===== config.mk =====
export PLATFORM = sky130hd
export DESIGN_NAME = temp_fault_response
export DESIGN_NICKNAME = d
export VERILOG_FILES = /design/src/tfr_pkg.sv /design/src/smbus_target.sv /design/src/temp_fault_response.sv
export SDC_FILE = /design/constraint.sdc
export NUM_CORES = 1
export LEC_CHECK = 0
export BUFFER_PORTS_ARGS = -buffer_cell sky130_fd_sc_hd__buf_2
export CAP_MARGIN = 40
export CORE_MARGIN = 2
export CORE_UTILIZATION = 55
export CTS_CLUSTER_SIZE = 12
export DETAILED_ROUTE_END_ITERATION = 7
export PLACE_DENSITY_LB_ADDON = 0.25
export SLEW_MARGIN = 20
export SYNTH_ARGS = -nofsm -noshare
export SYNTH_HDL_FRONTEND = slang
export SYNTH_HIERARCHICAL = 1
export SYNTH_SLANG_ARGS = --single-unit

===== constraint.sdc =====
create_clock -name clk -period 11.3 [get_ports clk]
set_input_delay 0.565 -clock clk [delete_from_list [all_inputs] [get_ports clk]]
set_output_delay 0.565 -clock clk [all_outputs]
set_load 0.01 [all_outputs]

===== src/tfr_pkg.sv =====
package tfr_pkg;

	// Command codes
	localparam logic [7:0] CMD_CLEAR_FAULTS  = 8'h03;
	localparam logic [7:0] CMD_OT_WARN_LIM   = 8'h51;
	localparam logic [7:0] CMD_UT_WARN_LIM   = 8'h52;
	localparam logic [7:0] CMD_UT_FAULT_LIM  = 8'h53;
	localparam logic [7:0] CMD_UT_FAULT_ACT  = 8'h54;

	// Bus target address, arbitrary
	localparam logic [6:0] TARGET_ADDR       = 7'h2a;

	// Reset values: +85, -40 and -45 degrees, exponent zero
	localparam logic [15:0] RST_OT_WARN      = 16'h0055;
	localparam logic [15:0] RST_UT_WARN      = 16'h07d8;
	localparam logic [15:0] RST_UT_FAULT     = 16'h07d3;
	localparam logic [7:0]  RST_UT_ACTION    = 8'h80;

	// Action byte fields
	localparam int RESP_HI  = 7;
	localparam int RESP_LO  = 6;
	localparam int RETRY_HI = 5;
	localparam int RETRY_LO = 3;
	localparam int DELAY_HI = 2;
	localparam int DELAY_LO = 0;

	localparam logic [1:0] RESP_IGNORE   = 2'h0;
	localparam logic [1:0] RESP_RIDE     = 2'h1;
	localparam logic [1:0] RESP_RETRY    = 2'h2;
	localparam logic [1:0] RESP_LATCH    = 2'h3;
	localparam logic [2:0] RETRY_NONE    = 3'h0;
	localparam logic [2:0] RETRY_FOREVER = 3'h7;

	// Transfer lengths after the command byte
	localparam logic [1:0] LEN_SEND = 2'h0;
	localparam logic [1:0] LEN_BYTE = 2'h1;
	localparam logic [1:0] LEN_WORD = 2'h2;

	typedef enum logic [2:0] {ST_OFF, ST_RUN, ST_RIDE, ST_WAIT, ST_LATCH} fault_state_t;
	typedef enum logic [2:0] {BS_IDLE, BS_RX, BS_ACK, BS_TX, BS_TXACK} bus_state_t;

	// Linear value to signed fixed point with 16 fraction bits
	function automatic logic signed [47:0] lin_to_fix(input logic [15:0] v);
		logic signed [47:0] m;
		logic [4:0]         sh;
		m  = {{37{v[10]}}, v[10:0]};
		sh = {~v[15], v[14:11]};
		return m <<< sh;
	endfunction

endpackage

===== src/smbus_target.sv =====
`timescale 1ns/1ns
module smbus_target (
	// Clock and reset
	input  wire logic        clk,
	input  wire logic        rst,
	// Bus pins
	input  wire logic        scl_in,
	input  wire logic        sda_in,
	output logic             sda_oe_n,
	// Completed write
	output logic             wr_valid,
	output logic [7:0]       wr_cmd,
	output logic [15:0]      wr_data,
	output logic [1:0]       wr_len,
	// Read data for the current command
	input  wire logic [15:0] rd_word
);
	logic [1:0]  scl_m_q, sda_m_q;
	logic        scl_s_q, sda_s_q, scl_p_q, sda_p_q;
	logic [7:0]  shift_q;
	logic [3:0]  bit_q;
	logic [2:0]  idx_q;
	logic        rd_q, hi_q, oe_n_q, wv_q;
	logic [7:0]  cmd_q;
	logic [15:0] data_q;
	logic [1:0]  len_q;
	tfr_pkg::bus_state_t st_q;

	wire start_c = scl_s_q && sda_p_q && !sda_s_q;
	wire stop_c  = scl_s_q && !sda_p_q && sda_s_q;
	wire rise    = scl_s_q && !scl_p_q;
	wire fall    = !scl_s_q && scl_p_q;
	wire addr_ok = shift_q[7:1] == tfr_pkg::TARGET_ADDR;
	wire [7:0] tx_byte = hi_q ? rd_word[15:8] : rd_word[7:0];

	// Pins cross three flops; the first stage feeds only the second
	always_ff @(posedge clk) begin
		scl_m_q <= {scl_m_q[0], scl_in};
		sda_m_q <= {sda_m_q[0], sda_in};
		scl_s_q <= scl_m_q[1];
		sda_s_q <= sda_m_q[1];
		scl_p_q <= scl_s_q;
		sda_p_q <= sda_s_q;
	end

	always_ff @(posedge clk) begin
		wv_q <= 1'b0;
		if (rst) begin
			st_q   <= tfr_pkg::BS_IDLE;
			oe_n_q <= 1'b1;
			bit_q  <= 4'h0;
			idx_q  <= 3'h0;
			rd_q   <= 1'b0;
			hi_q   <= 1'b0;
			shift_q <= 8'h00;
			cmd_q  <= 8'h00;
			data_q <= 16'h0000;
			len_q  <= 2'h0;
		end else if (start_c) begin
			st_q   <= tfr_pkg::BS_RX;
			oe_n_q <= 1'b1;
			bit_q  <= 4'h0;
			idx_q  <= 3'h0;
			hi_q   <= 1'b0;
		end else if (stop_c) begin
			st_q   <= tfr_pkg::BS_IDLE;
			oe_n_q <= 1'b1;
			if (!rd_q && idx_q >= 3'h2) begin
				wv_q  <= 1'b1;
				len_q <= 2'(idx_q - 3'h2);
			end
		end else begin
			unique case (st_q)
				tfr_pkg::BS_IDLE: ;
				tfr_pkg::BS_RX: begin
					if (rise && bit_q < 4'h8) begin
						shift_q <= {shift_q[6:0], sda_s_q};
						bit_q   <= bit_q + 4'h1;
					end else if (fall && bit_q == 4'h8) begin
						// Bytes past a word are refused with a nack
						if ((idx_q == 3'h0 && addr_ok) || (idx_q != 3'h0 && idx_q < 3'h4)) begin
							oe_n_q <= 1'b0;
							st_q   <= tfr_pkg::BS_ACK;
							idx_q  <= idx_q + 3'h1;
						end else begin
							st_q <= tfr_pkg::BS_IDLE;
						end
						if (idx_q == 3'h0)
							rd_q <= shift_q[0];
						if (idx_q == 3'h1)
							cmd_q <= shift_q;
						if (idx_q == 3'h2)
							data_q[7:0] <= shift_q;
						if (idx_q == 3'h3)
							data_q[15:8] <= shift_q;
					end
				end
				tfr_pkg::BS_ACK: begin
					if (fall) begin
						bit_q <= 4'h0;
						if (rd_q) begin
							shift_q <= tx_byte;
							oe_n_q  <= tx_byte[7];
							st_q    <= tfr_pkg::BS_TX;
						end else begin
							oe_n_q <= 1'b1;
							st_q   <= tfr_pkg::BS_RX;
						end
					end
				end
				tfr_pkg::BS_TX: begin
					if (fall) begin
						if (bit_q == 4'h7) begin
							oe_n_q <= 1'b1;
							st_q   <= tfr_pkg::BS_TXACK;
						end else begin
							shift_q <= {shift_q[6:0], 1'b0};
							oe_n_q  <= shift_q[6];
							bit_q   <= bit_q + 4'h1;
						end
					end
				end
				tfr_pkg::BS_TXACK: begin
					if (rise) begin
						// Low byte goes first; a nack ends the read
						hi_q <= ~hi_q;
						st_q <= sda_s_q ? tfr_pkg::BS_IDLE : tfr_pkg::BS_ACK;
					end
				end
			endcase
		end
	end

	assign sda_oe_n = oe_n_q;
	assign wr_valid = wv_q;
	assign wr_cmd   = cmd_q;
	assign wr_data  = data_q;
	assign wr_len   = len_q;
endmodule


===== src/temp_fault_response.sv =====
`timescale 1ns/1ns
module temp_fault_response (
	// Clock and reset
	input  wire logic        clk,
	input  wire logic        rst,
	// Bus pins
	input  wire logic        scl_in,
	input  wire logic        sda_in,
	output logic             sda_out,
	output logic             sda_oe_n,
	// Measurement and timing
	input  wire logic [15:0] temp_reading,
	input  wire logic [15:0] delay_unit_cycles,
	// On/off and clearing
	input  wire logic        ctrl_pin,
	input  wire logic        operation_on,
	input  wire logic        status_bit_clear,
	input  wire logic        other_fault_shutdown,
	// Status
	output logic             output_enable,
	output logic             ot_warning,
	output logic             ut_warning,
	output logic             ut_fault,
	output logic             fault_latched,
	output logic             restart_attempt
);

	logic        wr_valid;
	logic [7:0]  wr_cmd;
	logic [15:0] wr_data;
	logic [1:0]  wr_len;
	logic [15:0] rd_word;

	logic [15:0] ot_warn_q;
	logic [15:0] ut_warn_q;
	logic [15:0] ut_fault_lim_q;
	logic [7:0]  action_q;

	logic [1:0]  ctrl_m_q;
	logic        ctrl_s_q;
	logic        sda_out_q;
	logic        ot_warn_flag_q;
	logic        ut_warn_flag_q;
	logic        ut_fault_flag_q;
	logic        oe_q;
	logic        latched_q;
	logic        attempt_q;

	logic [15:0] unit_cnt_q;
	logic [7:0]  units_q;
	logic [2:0]  tries_q;

	tfr_pkg::fault_state_t state_q;
	tfr_pkg::fault_state_t state_d;

	smbus_target bus (
		.clk      (clk),
		.rst      (rst),
		.scl_in   (scl_in),
		.sda_in   (sda_in),
		.sda_oe_n (sda_oe_n),
		.wr_valid (wr_valid),
		.wr_cmd   (wr_cmd),
		.wr_data  (wr_data),
		.wr_len   (wr_len),
		.rd_word  (rd_word)
	);

	// Command decode; thresholds take only whole words, the action only a byte
	wire wr_word    = wr_valid && wr_len == tfr_pkg::LEN_WORD;
	wire wr_byte    = wr_valid && wr_len == tfr_pkg::LEN_BYTE;
	wire wr_ot_warn = wr_word && wr_cmd == tfr_pkg::CMD_OT_WARN_LIM;
	wire wr_ut_warn = wr_word && wr_cmd == tfr_pkg::CMD_UT_WARN_LIM;
	wire wr_ut_flt  = wr_word && wr_cmd == tfr_pkg::CMD_UT_FAULT_LIM;
	wire wr_action  = wr_byte && wr_cmd == tfr_pkg::CMD_UT_FAULT_ACT;
	wire clear_cmd  = wr_valid && wr_len == tfr_pkg::LEN_SEND
	                  && wr_cmd == tfr_pkg::CMD_CLEAR_FAULTS;

	// Read mux; unknown commands read as zero
	wire sel_ot  = wr_cmd == tfr_pkg::CMD_OT_WARN_LIM;
	wire sel_utw = wr_cmd == tfr_pkg::CMD_UT_WARN_LIM;
	wire sel_utf = wr_cmd == tfr_pkg::CMD_UT_FAULT_LIM;
	wire sel_act = wr_cmd == tfr_pkg::CMD_UT_FAULT_ACT;
	assign rd_word = sel_ot  ? ot_warn_q :
	                 sel_utw ? ut_warn_q :
	                 sel_utf ? ut_fault_lim_q :
	                 sel_act ? {8'h00, action_q} :
	                 16'h0000;

	// Action byte fields
	wire [1:0] resp  = action_q[tfr_pkg::RESP_HI:tfr_pkg::RESP_LO];
	wire [2:0] retry = action_q[tfr_pkg::RETRY_HI:tfr_pkg::RETRY_LO];
	wire [2:0] dcode = action_q[tfr_pkg::DELAY_HI:tfr_pkg::DELAY_LO];

	// Limits compared in fixed point so mixed exponents still order correctly
	wire signed [47:0] temp_fix = tfr_pkg::lin_to_fix(temp_reading);
	wire signed [47:0] otw_fix  = tfr_pkg::lin_to_fix(ot_warn_q);
	wire signed [47:0] utw_fix  = tfr_pkg::lin_to_fix(ut_warn_q);
	wire signed [47:0] utf_fix  = tfr_pkg::lin_to_fix(ut_fault_lim_q);
	wire ot_warn_c  = temp_fix > otw_fix;
	wire ut_warn_c  = temp_fix < utw_fix;
	wire ut_fault_c = temp_fix < utf_fix;

	// Output allowed only while both pin and command say on
	wire enabled    = ctrl_s_q && operation_on;
	wire user_clear = clear_cmd || status_bit_clear;
	wire fault      = ut_fault_flag_q;

	// Delay timer: unit length from the timing input, count 2^code units
	wire [15:0] unit_last  = (delay_unit_cycles == 16'h0000) ? 16'h0000
	                         : delay_unit_cycles - 16'h0001;
	wire [7:0]  units_last = (8'h01 << dcode) - 8'h01;
	wire        timing     = state_q == tfr_pkg::ST_RIDE
	                         || state_q == tfr_pkg::ST_WAIT;
	wire        unit_tick  = unit_cnt_q >= unit_last;
	wire        delay_done = timing && unit_tick && units_q == units_last;

	// Attempt outcome at the end of each wait
	wire attempt     = state_q == tfr_pkg::ST_WAIT && delay_done;
	wire tries_spent = retry != tfr_pkg::RETRY_FOREVER
	                   && (tries_q + 3'h1) >= retry;
	wire attempt_bad = attempt && fault;
	wire timer_clr   = state_d != state_q || attempt_bad;

	// Entry after a fault decision, shared by ride-through end and immediate disable
	wire [2:0] no_retry_go = (retry == tfr_pkg::RETRY_NONE) ? 3'h1 : 3'h0;

	always_comb begin
		state_d = state_q;
		unique case (state_q)
			tfr_pkg::ST_OFF: begin
				if (enabled)
					state_d = tfr_pkg::ST_RUN;
			end
			tfr_pkg::ST_RUN: begin
				if (fault) begin
					unique case (resp)
						tfr_pkg::RESP_IGNORE: state_d = tfr_pkg::ST_RUN;
						tfr_pkg::RESP_RIDE:   state_d = tfr_pkg::ST_RIDE;
						tfr_pkg::RESP_RETRY:  state_d = no_retry_go[0]
						                      ? tfr_pkg::ST_LATCH
						                      : tfr_pkg::ST_WAIT;
						tfr_pkg::RESP_LATCH:  state_d = tfr_pkg::ST_LATCH;
					endcase
				end
			end
			tfr_pkg::ST_RIDE: begin
				if (!fault)
					state_d = tfr_pkg::ST_RUN;
				else if (delay_done)
					state_d = no_retry_go[0] ? tfr_pkg::ST_LATCH
					          : tfr_pkg::ST_WAIT;
			end
			tfr_pkg::ST_WAIT: begin
				if (attempt && !fault)
					state_d = tfr_pkg::ST_RUN;
				else if (attempt_bad && tries_spent)
					state_d = tfr_pkg::ST_LATCH;
				else if (user_clear)
					state_d = tfr_pkg::ST_RUN;
			end
			tfr_pkg::ST_LATCH: begin
				if (user_clear)
					state_d = tfr_pkg::ST_RUN;
			end
		endcase
		// Turning off ends everything, including endless retry
		if (other_fault_shutdown && state_q != tfr_pkg::ST_OFF)
			state_d = tfr_pkg::ST_LATCH;
		if (!enabled)
			state_d = tfr_pkg::ST_OFF;
	end

	// Registers; reset clears any latched fault as well
	always_ff @(posedge clk) begin
		if (rst) begin
			ot_warn_q      <= tfr_pkg::RST_OT_WARN;
			ut_warn_q      <= tfr_pkg::RST_UT_WARN;
			ut_fault_lim_q <= tfr_pkg::RST_UT_FAULT;
			action_q       <= tfr_pkg::RST_UT_ACTION;
		end else begin
			if (wr_ot_warn)
				ot_warn_q <= wr_data;
			if (wr_ut_warn)
				ut_warn_q <= wr_data;
			if (wr_ut_flt)
				ut_fault_lim_q <= wr_data;
			if (wr_action)
				action_q <= wr_data[7:0];
		end
	end

	// Control pin crosses three flops before use
	always_ff @(posedge clk) begin
		ctrl_m_q <= {ctrl_m_q[0], ctrl_pin};
		ctrl_s_q <= ctrl_m_q[1];
	end

	always_ff @(posedge clk) begin
		if (rst) begin
			ot_warn_flag_q  <= 1'b0;
			ut_warn_flag_q  <= 1'b0;
			ut_fault_flag_q <= 1'b0;
		end else begin
			ot_warn_flag_q  <= ot_warn_c;
			ut_warn_flag_q  <= ut_warn_c;
			ut_fault_flag_q <= ut_fault_c;
		end
	end

	always_ff @(posedge clk) begin
		if (rst)
			state_q <= tfr_pkg::ST_OFF;
		else
			state_q <= state_d;
	end

	// Delay timer; restarts on each state change and on each failed attempt
	always_ff @(posedge clk) begin
		if (rst || timer_clr || !timing) begin
			unit_cnt_q <= 16'h0000;
			units_q    <= 8'h00;
		end else if (unit_tick) begin
			unit_cnt_q <= 16'h0000;
			units_q    <= units_q + 8'h01;
		end else begin
			unit_cnt_q <= unit_cnt_q + 16'h0001;
		end
	end

	// Attempt counter, kept only while waiting to restart
	always_ff @(posedge clk) begin
		if (rst || state_q != tfr_pkg::ST_WAIT)
			tries_q <= 3'h0;
		else if (attempt_bad && tries_q != 3'h7)
			tries_q <= tries_q + 3'h1;
	end

	// Output stays on during ride-through, off while waiting or latched
	wire oe_d = state_d == tfr_pkg::ST_RUN || state_d == tfr_pkg::ST_RIDE;

	always_ff @(posedge clk) begin
		if (rst) begin
			oe_q      <= 1'b0;
			latched_q <= 1'b0;
			attempt_q <= 1'b0;
			sda_out_q <= 1'b0;
		end else begin
			oe_q      <= oe_d;
			latched_q <= state_d == tfr_pkg::ST_LATCH;
			attempt_q <= attempt;
			sda_out_q <= 1'b0;
		end
	end

	assign sda_out         = sda_out_q;
	assign output_enable   = oe_q;
	assign ot_warning      = ot_warn_flag_q;
	assign ut_warning      = ut_warn_flag_q;
	assign ut_fault        = ut_fault_flag_q;
	assign fault_latched   = latched_q;
	assign restart_attempt = attempt_q;
endmodule


==> flow_results.org, run 1 <==
** Routing
- In the final routed layout, each cell accounts on average for about 19 um.
- Drt first pass iters :: 6
- Average vias per placed instance :: between 6 and 7
- The final layout contains routed wiring with a total length of ~40,000 um.
- The detailed router placed 13,550 vias in this run.
- For this run, design rule violations remaining after detail routing come to 0.
- The detail route stage leaves a number of antenna-violating nets equal to 0.
- Number of violations reported at the end of detailed-routing iteration 0 :: 1,356

** Timing
- Post-route minimum period :: 4.490 ns
- Static timing analysis puts the maximum clock frequency at 0.2227 GHz.
- Setup violations remaining at the end of the flow were counted as 0.
- Measured slew at the worst slew-check pin :: about 0.94 ns
- Worst Skew :: about 0.0064 ns
- The worst pin sits at a relative slew slack of approximately 37%.
- Number of max-slew violations in the final report :: 0
- Setup repair after global routing missed its margin :: false
- Final hold analysis gives a worst-case slack of about 0.23 ns.
- Number of endpoints with negative hold slack in the final report :: 0
- Part of the cycle the worst path needs :: about two fifths
- Setup Total Neg Slack :: 0 ns

** Global route
- Entering global routing, the biggest net connects 57 pins.
- Via count of the first global-routing pass :: ~12,000
- Global route total overflow :: 0
- Initial antenna violation count :: 0
- The first global-routing pass estimated 64,540 um of wire.
- Global routing consumed, over all layers together, a little under a third of the routing resources.

** Synth
- Count of yosys warnings during synthesis :: 6
- Synth Flop Type :: sky130_fd_sc_hd__dfxtp_1
- Post-synthesis cell type with the largest combined area :: sky130_fd_sc_hd__dfxtp_1
- Synthesis inferred approximately 150 register bits.
- Mean Syn Cell Area :: 7.696 sq um
- Among all cell types in the netlist, the one instantiated most often is sky130_fd_sc_hd__nand2_1.
- Post-synth cell types :: between 90 and 100
- Area fraction of the dominant cell type after synthesis :: a little over a fifth
- Number of standard cells after synthesis :: between 1,500 and 2,000
- Sorting the synthesized cells by how often they occur yields 244 x sky130_fd_sc_hd__nand2_1, 183 x sky130_fd_sc_hd__nor2_1, 163 x sky130_fd_sc_hd__mux2i_1, 156 x sky130_fd_sc_hd__ha_1, 151 x sky130_fd_sc_hd__dfxtp_1.
- Leading cell types by total area after synthesis :: sky130_fd_sc_hd__dfxtp_1 22%, sky130_fd_sc_hd__ha_1 14%, sky130_fd_sc_hd__mux2i_1 12%
- Fraction of the yosys area taken by sequential cells :: a little over a fifth
- Net count after synthesis :: between 2,000 and 2,500
- Summing every instance area after synthesis gives 14,050 sq um.
- In the synthesized netlist the async set-or-reset flop fraction comes to 0%.
- In this run, synthesis inferred 0 flip-flops with an integrated enable.

** Critical path
- The signal on the critical path passes through buf_2 -> or4_1 -> nor4b_1 -> nand4_1 -> and2_1 -> ha_1 -> nand2b_1 -> a2111oi_2 -> a2111oi_0 -> a211o_2 -> and4_1 -> nor2b_1 -> o21ai_2 -> mux2_4.
- The number of cells on the worst reg-to-reg path is 14.
- At the worst endpoint, the arrival time is between 4 and 5 ns.
- Of all nets on the critical path, the largest fanout is 16.
- The worst setup path is launched from a primary input.
- Required time worst endpoint :: around 12 ns
- The worst setup path is captured at a flop.
- The critical path runs through a total of 14 cells.
- CP bufs+invs :: 1
- Slowest cell on crit path :: sky130_fd_sc_hd__or4_1
- For this run, the slowest stage of the critical path takes approximately 0.58 ns.
- Category of the critical setup timing path :: primary input to flop
- Critical path's top delay family :: simple AND/OR/NAND/NOR gates

** Clock network
- Counting along the longest clock path gives a buffer depth of 2.
- Clock sinks :: around 150
- Hold repair after CTS inserted 0 buffers.
- The cell sitting at the root of the clock tree is a sky130_fd_sc_hd__clkbuf_16.
- In this run, post-CTS repair resized a total of 0 instances.
- After clock tree synthesis, the clock-pin slew on the worst setup and hold paths is 0.07 ns.
- Clock latency of the later-clocked register in the worst-skew pair :: 0.43 ns
- Num CTS Buffers :: 17
- CTS tree :: built
- Post-CTS setup buffer count :: 0
- The H-tree was split into 4 levels.

** Layout
- Layout-stage area growth over the synthesis result :: 7.550%
- Final design utilization :: 60.20%
- The finished layout holds about 2,200 standard cells, fillers aside.
- Number of fillers in the final layout :: roughly 2,300
- The post-route netlist has 8.836% of its cells at a drive strength greater than 1.
- The net count of the finished layout is 2,005.
- 0 antenna diodes ended up in the layout.

** Floorplan
- Core region area :: between 20,000 and 30,000 sq um
- The die covers about 27,000 sq um.
- Starting Density :: ~56%
- between 40 and 50 I/O pins were placed.
- Height of the die :: ~160 um
- Die extent in x :: between 150 and 200 um
- Number of core rows :: slightly below 60

** Pwr
- Leakage power summed over all cells :: about 6.3 nW
- Power, Total :: 1.369 mW
- The worst-case IR drop observed on VDD is roughly 0.00013 V.
- Power spread over the standard cell area amounts to just over 90 nW/um^2.

** Worst hold path
- The path class of the tightest hold or removal check is primary input to flop.
- Counting instances, the worst hold path has a depth of 1.

** Outcome
- The flow ran to the end, and the final reports show no timing, DRC or antenna violations.

** Place
- Cells after DPL :: between 2,000 and 2,500
- Final GP Congestion :: between 1 and 1.5
- Once detailed placement completed, the half-perimeter wirelength came to around 31,000 um.
- IO Port Bufs :: 46

** Run
- Total of max-cap violations :: 0
## registers in the layout (all words and copies together) (netlist names), 2 cells and up
signal / flops
ut_warn_q: 16
state_q: 3
unit_cnt_q: 16
tries_q: 3
bus/wr_len: 2
bus/wr_cmd: 8
units_q: 8
ut_fault_lim_q: 16
bus/scl_m_q: 2
bus/bit_q: 4
bus/shift_q: 8
bus/wr_data: 16
action_q: 8
ctrl_m_q: 2
bus/st_q: 3
ot_warn_q: 16
bus/sda_m_q: 2
bus/idx_q: 3
## layer usage
metal / GRT usage (%) / wire length (um) / vias to the layer above
met1: 40.31 / 17810 / 6278
met3: 5.000 / 3274 / 106
met4: 12.20 / 1509 / 0
met5: 0 / 0 / -
met2: 48.40 / 18140 / 576
li1: - / - / 6591
## cell usage in the layout, fill, tap and decap left out, types with 17 or more instances in the layout
| cell type | count |
|---|---|
| sky130_fd_sc_hd__clkbuf_16 | 17 |
| sky130_fd_sc_hd__a22oi_1 | 38 |
| sky130_fd_sc_hd__inv_1 | 37 |
| sky130_fd_sc_hd__buf_2 | 49 |
| sky130_fd_sc_hd__nand3_1 | 46 |
| sky130_fd_sc_hd__o211ai_1 | 21 |
| sky130_fd_sc_hd__and2_1 | 17 |
| sky130_fd_sc_hd__dfxtp_1 | 151 |
| sky130_fd_sc_hd__nor3_1 | 37 |
| sky130_fd_sc_hd__mux2i_1 | 163 |
| sky130_fd_sc_hd__nand4_1 | 41 |
| sky130_fd_sc_hd__xor2_1 | 23 |
| sky130_fd_sc_hd__nand2_1 | 244 |
| sky130_fd_sc_hd__nor2b_1 | 25 |
| sky130_fd_sc_hd__a21o_1 | 42 |
| sky130_fd_sc_hd__o21ai_0 | 113 |
| sky130_fd_sc_hd__ha_1 | 156 |
| sky130_fd_sc_hd__nor2_1 | 183 |
| sky130_fd_sc_hd__nand2b_1 | 19 |
| sky130_fd_sc_hd__a21oi_1 | 119 |
## per-stage QoR
step	setup slack, ns	area, sq um
after CTS	6.816	15050
after detailed placement	6.380	14390
after global placement	6.463	14350
final	6.810	15110
after global routing	6.567	15110
after floorplan	7.168	14050
## power breakdown
part / switching, mW / total (mW) / internal (mW)
Combinational: 0.116 / 0.188 / 0.0718
Sequential: 0.00338 / 0.539 / 0.535
Clock: 0.261 / 0.642 / 0.381
## logic make-up after synthesis
group	Yosys count	share of synthesized area, %
buf+inv	150	4.345
flops	151	21.51
fa+ha+maj	156	13.89
simple gates	695	23.70
other cells	1	0.02668
compound gates	451	20.52
mux	184	13.64
xor+xnor	38	2.368
## final cells by class
| type | count | area (sq um) | share of cell area (%) |
|---|---|---|---|
| clock buffers | 17 | 425.4 | 2.815 |
| multi-input cells | 1525 | 10430 | 68.97 |
| inverters | 46 | 172.7 | 1.142 |
| well taps | 330 | 412.9 | 2.732 |
| repair buffers | 68 | 416.7 | 2.757 |
| flip-flops and latches | 151 | 3023 | 20.00 |
| clock inverters | 15 | 239.0 | 1.581 |
## path summary, 6_finish.rpt
check                                      startpoint              to  slack, ns
worst min-delay path                           scl_in  bus/scl_m_q[0]       0.23
worst max-delay path            delay_unit_cycles[12]   output_enable       6.81
worst max register to register          ot_warn_q[12]      ot_warning       7.14
worst min register to register         bus/scl_m_q[0]  bus/scl_m_q[1]       0.33
Note: power is estimated with default switching activity, not from simulation.
==> run 2, diff against run 1 <==
--- a/config.mk
+++ b/config.mk
@@ -5,6 +5,7 @@
 export SDC_FILE = /design/constraint.sdc
 export NUM_CORES = 1
 export LEC_CHECK = 0
+export ABC_AREA = 1
 export BUFFER_PORTS_ARGS = -buffer_cell sky130_fd_sc_hd__buf_2
 export CAP_MARGIN = 40
 export CORE_MARGIN = 2
==> constraint.sdc (replaced) <==
create_clock -name clk -period 4.14 [get_ports clk]
set_input_delay 0.207 -clock clk [delete_from_list [all_inputs] [get_ports clk]]
set_output_delay 0.207 -clock clk [all_outputs]
set_load 0.01 [all_outputs]
==> run 2 against run 1 <==
Cell area shrank 0.36%; register-to-register slack worse by 6.6 ns; hold slack worse by 0.090 ns; combinational power grew to 3.4 times the previous value; critical path type is now flop to flop.
==> flow_results.org, run 2 <==
** Global route
- Initial antenna violation count :: 0
- Global routing used a little under a third of the available tracks across all layers.
- Global route total overflow :: 0
- Via count of the first global-routing pass :: 13,570
- First-pass GRT wire length :: 67,290 um
- Entering global routing, the biggest net connects 35 pins.

** Timing
- Setup repair after global routing missed its margin :: false
- Setup violations remaining at the end of the flow were counted as 0.
- For the pin with the worst max-slew slack, the measured transition is around 0.81 ns.
- Post-route minimum period :: about 3.6 ns
- Dividing the final minimum period by the clock period gives approximately 87%.
- Headroom to the max-slew limit :: 45.11%
- Adding up every negative setup slack in the final design gives 0 ns.
- Number of endpoints with negative hold slack in the final report :: 0
- For the final database, setup skew stands at about 0.016 ns.
- Number of max-slew violations in the final report :: 0
- Highest Clock Rate :: between 0.2 and 0.3 GHz

** Place
- IO Port Bufs :: 46
- After detailed placement, the design holds a cell count of between 2,000 and 3,000.
- After legalization and detailed placement, the total HPWL measured about 33,000 um.
- Final GP Congestion :: between 1 and 1.5

** Pwr
- Power spread over the standard cell area amounts to around 250 nW/um^2.
- Across the VDD grid, the largest voltage drop is just under 0.0003 V.
- The analysis attributes to cell leakage a power of 6.827 nW.

** Clock network
- The tree built by TritonCTS fans out to approximately 150 sinks.
- Post-CTS setup buffer count :: 0
- Num CTS Buffers :: 17
- The clock passes through at most 2 buffers.
- Root buffer selected by CTS :: sky130_fd_sc_hd__clkbuf_16
- CTS tree :: built
- Clock-pin slew was measured on the worst setup and hold paths at about 0.080 ns.
- For the worst-skew pair, the clock arrives at the later sink with an insertion delay of approximately 0.44 ns.
- Clock H-tree levels :: 4

** Worst hold path
- The worst hold path begins at operation_on.
- Min-Delay Path Class :: primary input to flop
- Worst hold stages :: 5
- Hold-critical path endpoint :: state_q[2]

** Critical path
- Counting stages on the worst path, the most repeated cell is sky130_fd_sc_hd__nand2_1.
- Startpoint kind of the worst setup timing path :: flop
- Startpoint of the worst register-to-register path :: ot_warn_q[12]
- Slowest cell on crit path :: sky130_fd_sc_hd__dfxtp_1
- Critical path cell sequence :: clkinvlp_4 -> nand2_1 -> o21ai_0 -> mux2i_1 -> o21ai_0 -> o21ai_0 -> inv_1 -> ha_1 -> nand2_1 -> inv_1 -> nand3_1 -> nor4_2 -> inv_1 -> nor4_1 -> o211ai_1 -> nand3_1 -> nand2_1 -> nand2_1 -> nand2_1 -> nor2_1
- Data on the critical path is required at its endpoint by ~4.5 ns.
- Reg2reg setup slack :: around 0.52 ns
- CP bufs+invs :: 4
- Category of the worst setup path capture point :: flop
- Among cell families on the critical path, the largest total delay comes from simple AND/OR/NAND/NOR gates.
- The critical path in this run is classified as flop to flop.
- Max FO, Critical Path :: 16
- Max stage delay on crit path :: ~0.5 ns
- The endpoint identified for the worst register-to-register timing path is ot_warning.
- The worst register-to-register path has a depth of 20.
- Critical path data arrival time :: about 4 ns

** Synth
- Post-synth cell types :: 61
- Each instance of the synthesized netlist takes up on average approximately 6.3 sq um.
- Number of standard cells after synthesis :: between 2,000 and 2,500
- Net count after synthesis :: ~2,400
- Ranked by instance count, the synthesized netlist is headed by 492 x sky130_fd_sc_hd__nand2_1, 327 x sky130_fd_sc_hd__o21ai_0, 230 x sky130_fd_sc_hd__inv_1, 203 x sky130_fd_sc_hd__nor2_1, 198 x sky130_fd_sc_hd__a21oi_1.
- The synthesized design devotes to its leading area cell type between 20% and 30% of total area.
- After synthesis, the share of flip-flops with an asynchronous set or reset is 0%.
- By instance count, the leading cell after synthesis is sky130_fd_sc_hd__nand2_1.
- Count of yosys warnings during synthesis :: 6
- Leading cell types by total area after synthesis :: sky130_fd_sc_hd__dfxtp_1 22%, sky130_fd_sc_hd__ha_1 14%, sky130_fd_sc_hd__nand2_1 13%
- Synth Flop Type :: sky130_fd_sc_hd__dfxtp_1
- Fraction of the yosys area taken by sequential cells :: 21.68%
- The synthesized design spends more area on one cell type than any other, namely sky130_fd_sc_hd__dfxtp_1.
- Count of flip-flops with a built-in enable after synthesis :: 0
- After synthesis the netlist holds a flip-flop and latch count of about 150.
- Cell area after technology mapping :: between 10,000 and 15,000 sq um

** Floorplan
- Row generation in the floorplan step produced 58 rows.
- The initial utilization of the core area, before any placement, comes to 55.69%.
- Ports placed on the boundary :: 48
- In this run the horizontal extent of the chip is approximately 160 um.
- The die covers approximately 27,000 sq um.
- The die is roughly 160 um tall.
- Core region area :: approximately 25,000 sq um

** Routing
- Using the TritonRoute via totals, the vias-per-cell ratio works out to around 5.8.
- Drt first pass iters :: 7
- After detailed routing, the average wire length per cell comes to 16.29 um.
- Total via count after detailed routing :: about 15,000
- In this run, the number of DRC markers left after iteration 0 of detailed routing was about 1,700.
- For this block, the routed nets add up to around 42,000 um of wire.
- Final ANT Viol Nets :: 0
- For this run, design rule violations remaining after detail routing come to 0.

** Layout
- Number of fillers in the final layout :: 2,447
- Across the whole layout, storage elements account for between 3000 and 4000 sq um.
- After the last flow step, the layout net total stands at 2,426.
- The multi-input combinational cells in the finished layout cover a total of approximately 9600 sq um.
- Share of cells above drive strength 1 :: approximately 8.7%
- Filler-free cell count of the finished design :: around 2,600
- Layout-stage area growth over the synthesis result :: 8.004%
- Leaving out fill and tap cells, the most frequent cell in the layout is sky130_fd_sc_hd__nand2_1.
- Most frequent cells in the layout :: 492 x sky130_fd_sc_hd__nand2_1, 327 x sky130_fd_sc_hd__o21ai_0, 230 x sky130_fd_sc_hd__inv_1, 203 x sky130_fd_sc_hd__nor2_1, 198 x sky130_fd_sc_hd__a21oi_1
- The number of antenna diodes in the final layout is 0.

** Outcome
- Run status :: finished clean

** Run
- Total of max-cap violations :: 0
==> run 2: per-layer routing <==
layer  part of all wire [%]  GRT usage [%]  routed length (um)  vias up
li1                       -              -                   -     7473
met1                     43          41.06               18080     6701
met2                     45          51.80               18960      610
met3                    7.0          4.139                2938      137
met4                    4.6          14.56                1941        0
met5                      0              0                   0        -
==> run 2: kinds of logic after synthesis <==
group	after synthesis	synth area share, %
DFF	151	21.68
buffers and inverters	340	9.485
and+or+nand+nor	952	29.78
AOI/OAI and AO/OA	584	22.22
other	1	0.02689
xor gates and xnor gates	23	1.445
adders and majority gates	156	14.00
muxes	19	1.364
==> run 2: through the flow <==
stage	util [%]	hold slack [ns]	setup slack (ns)	cell area [sq um]	total power [mW]
after floorplan	-	0.2347	0.7947	13940	1.970
after global placement	57.49	0.3104	0.4088	14390	2.150
after detailed placement	57.51	0.3106	0.2815	14400	2.171
after CTS	60.05	0.1338	0.4036	15030	3.791
after global routing	60.15	0.1820	0.04806	15060	3.954
final	60.15	0.1389	0.5238	15060	3.803
==> run 2: timing repair <==
action                                 in CTS  in global routing
setup endpoints to repair                   0                  1
endpoints found under the hold margin       3                  0
resized for setup                           0                  3
hold buffers                                3                  0
==> run 2: final cells by class <==
cell class	instances	share of cell area, %
clock buffer	18	2.916
timing repair buffer	77	3.157
tap	330	2.742
multi-input combinational	1735	63.78
clock inverter	14	1.097
inverter	248	6.231
sequential	151	20.08
==> run 2: report_power, final <==
| part | switching [mW] | internal, mW |
|---|---|---|
| Combinational | 0.417 | 0.229 |
| Sequential | 0.0371 | 1.48 |
| Clock | 0.722 | 0.920 |
==> run 2: how the worst max path moves through the flow <==
stage                                     from        endpoint  slack [ns]  depth (start not counted)
after floorplan           delay_unit_cycles[0]   unit_cnt_q[5]        0.79                         21
after global placement    delay_unit_cycles[1]  unit_cnt_q[15]        0.41                         29
after detailed placement  delay_unit_cycles[2]   unit_cnt_q[2]        0.28                         29
after CTS                        ot_warn_q[11]      ot_warning        0.40                         22
after global routing             ot_warn_q[12]      ot_warning        0.05                         20
final                            ot_warn_q[12]      ot_warning        0.52                         20
==> run 2: worst reg2reg max path, cell delays in order, from the launching register on <==
cell	delay [ns]
sky130_fd_sc_hd__dfxtp_1	0.49
sky130_fd_sc_hd__clkinvlp_4	0.31
sky130_fd_sc_hd__nand2_1	0.13
sky130_fd_sc_hd__o21ai_0	0.13
sky130_fd_sc_hd__mux2i_1	0.31
sky130_fd_sc_hd__o21ai_0	0.23
sky130_fd_sc_hd__o21ai_0	0.21
sky130_fd_sc_hd__inv_1	0.06
sky130_fd_sc_hd__ha_1	0.29
sky130_fd_sc_hd__nand2_1	0.06
sky130_fd_sc_hd__inv_1	0.05
sky130_fd_sc_hd__nand3_1	0.10
sky130_fd_sc_hd__nor4_2	0.31
sky130_fd_sc_hd__inv_1	0.08
sky130_fd_sc_hd__nor4_1	0.27
sky130_fd_sc_hd__o211ai_1	0.18
sky130_fd_sc_hd__nand3_1	0.11
sky130_fd_sc_hd__nand2_1	0.05
sky130_fd_sc_hd__nand2_1	0.05
sky130_fd_sc_hd__nand2_1	0.06
sky130_fd_sc_hd__nor2_1	0.07
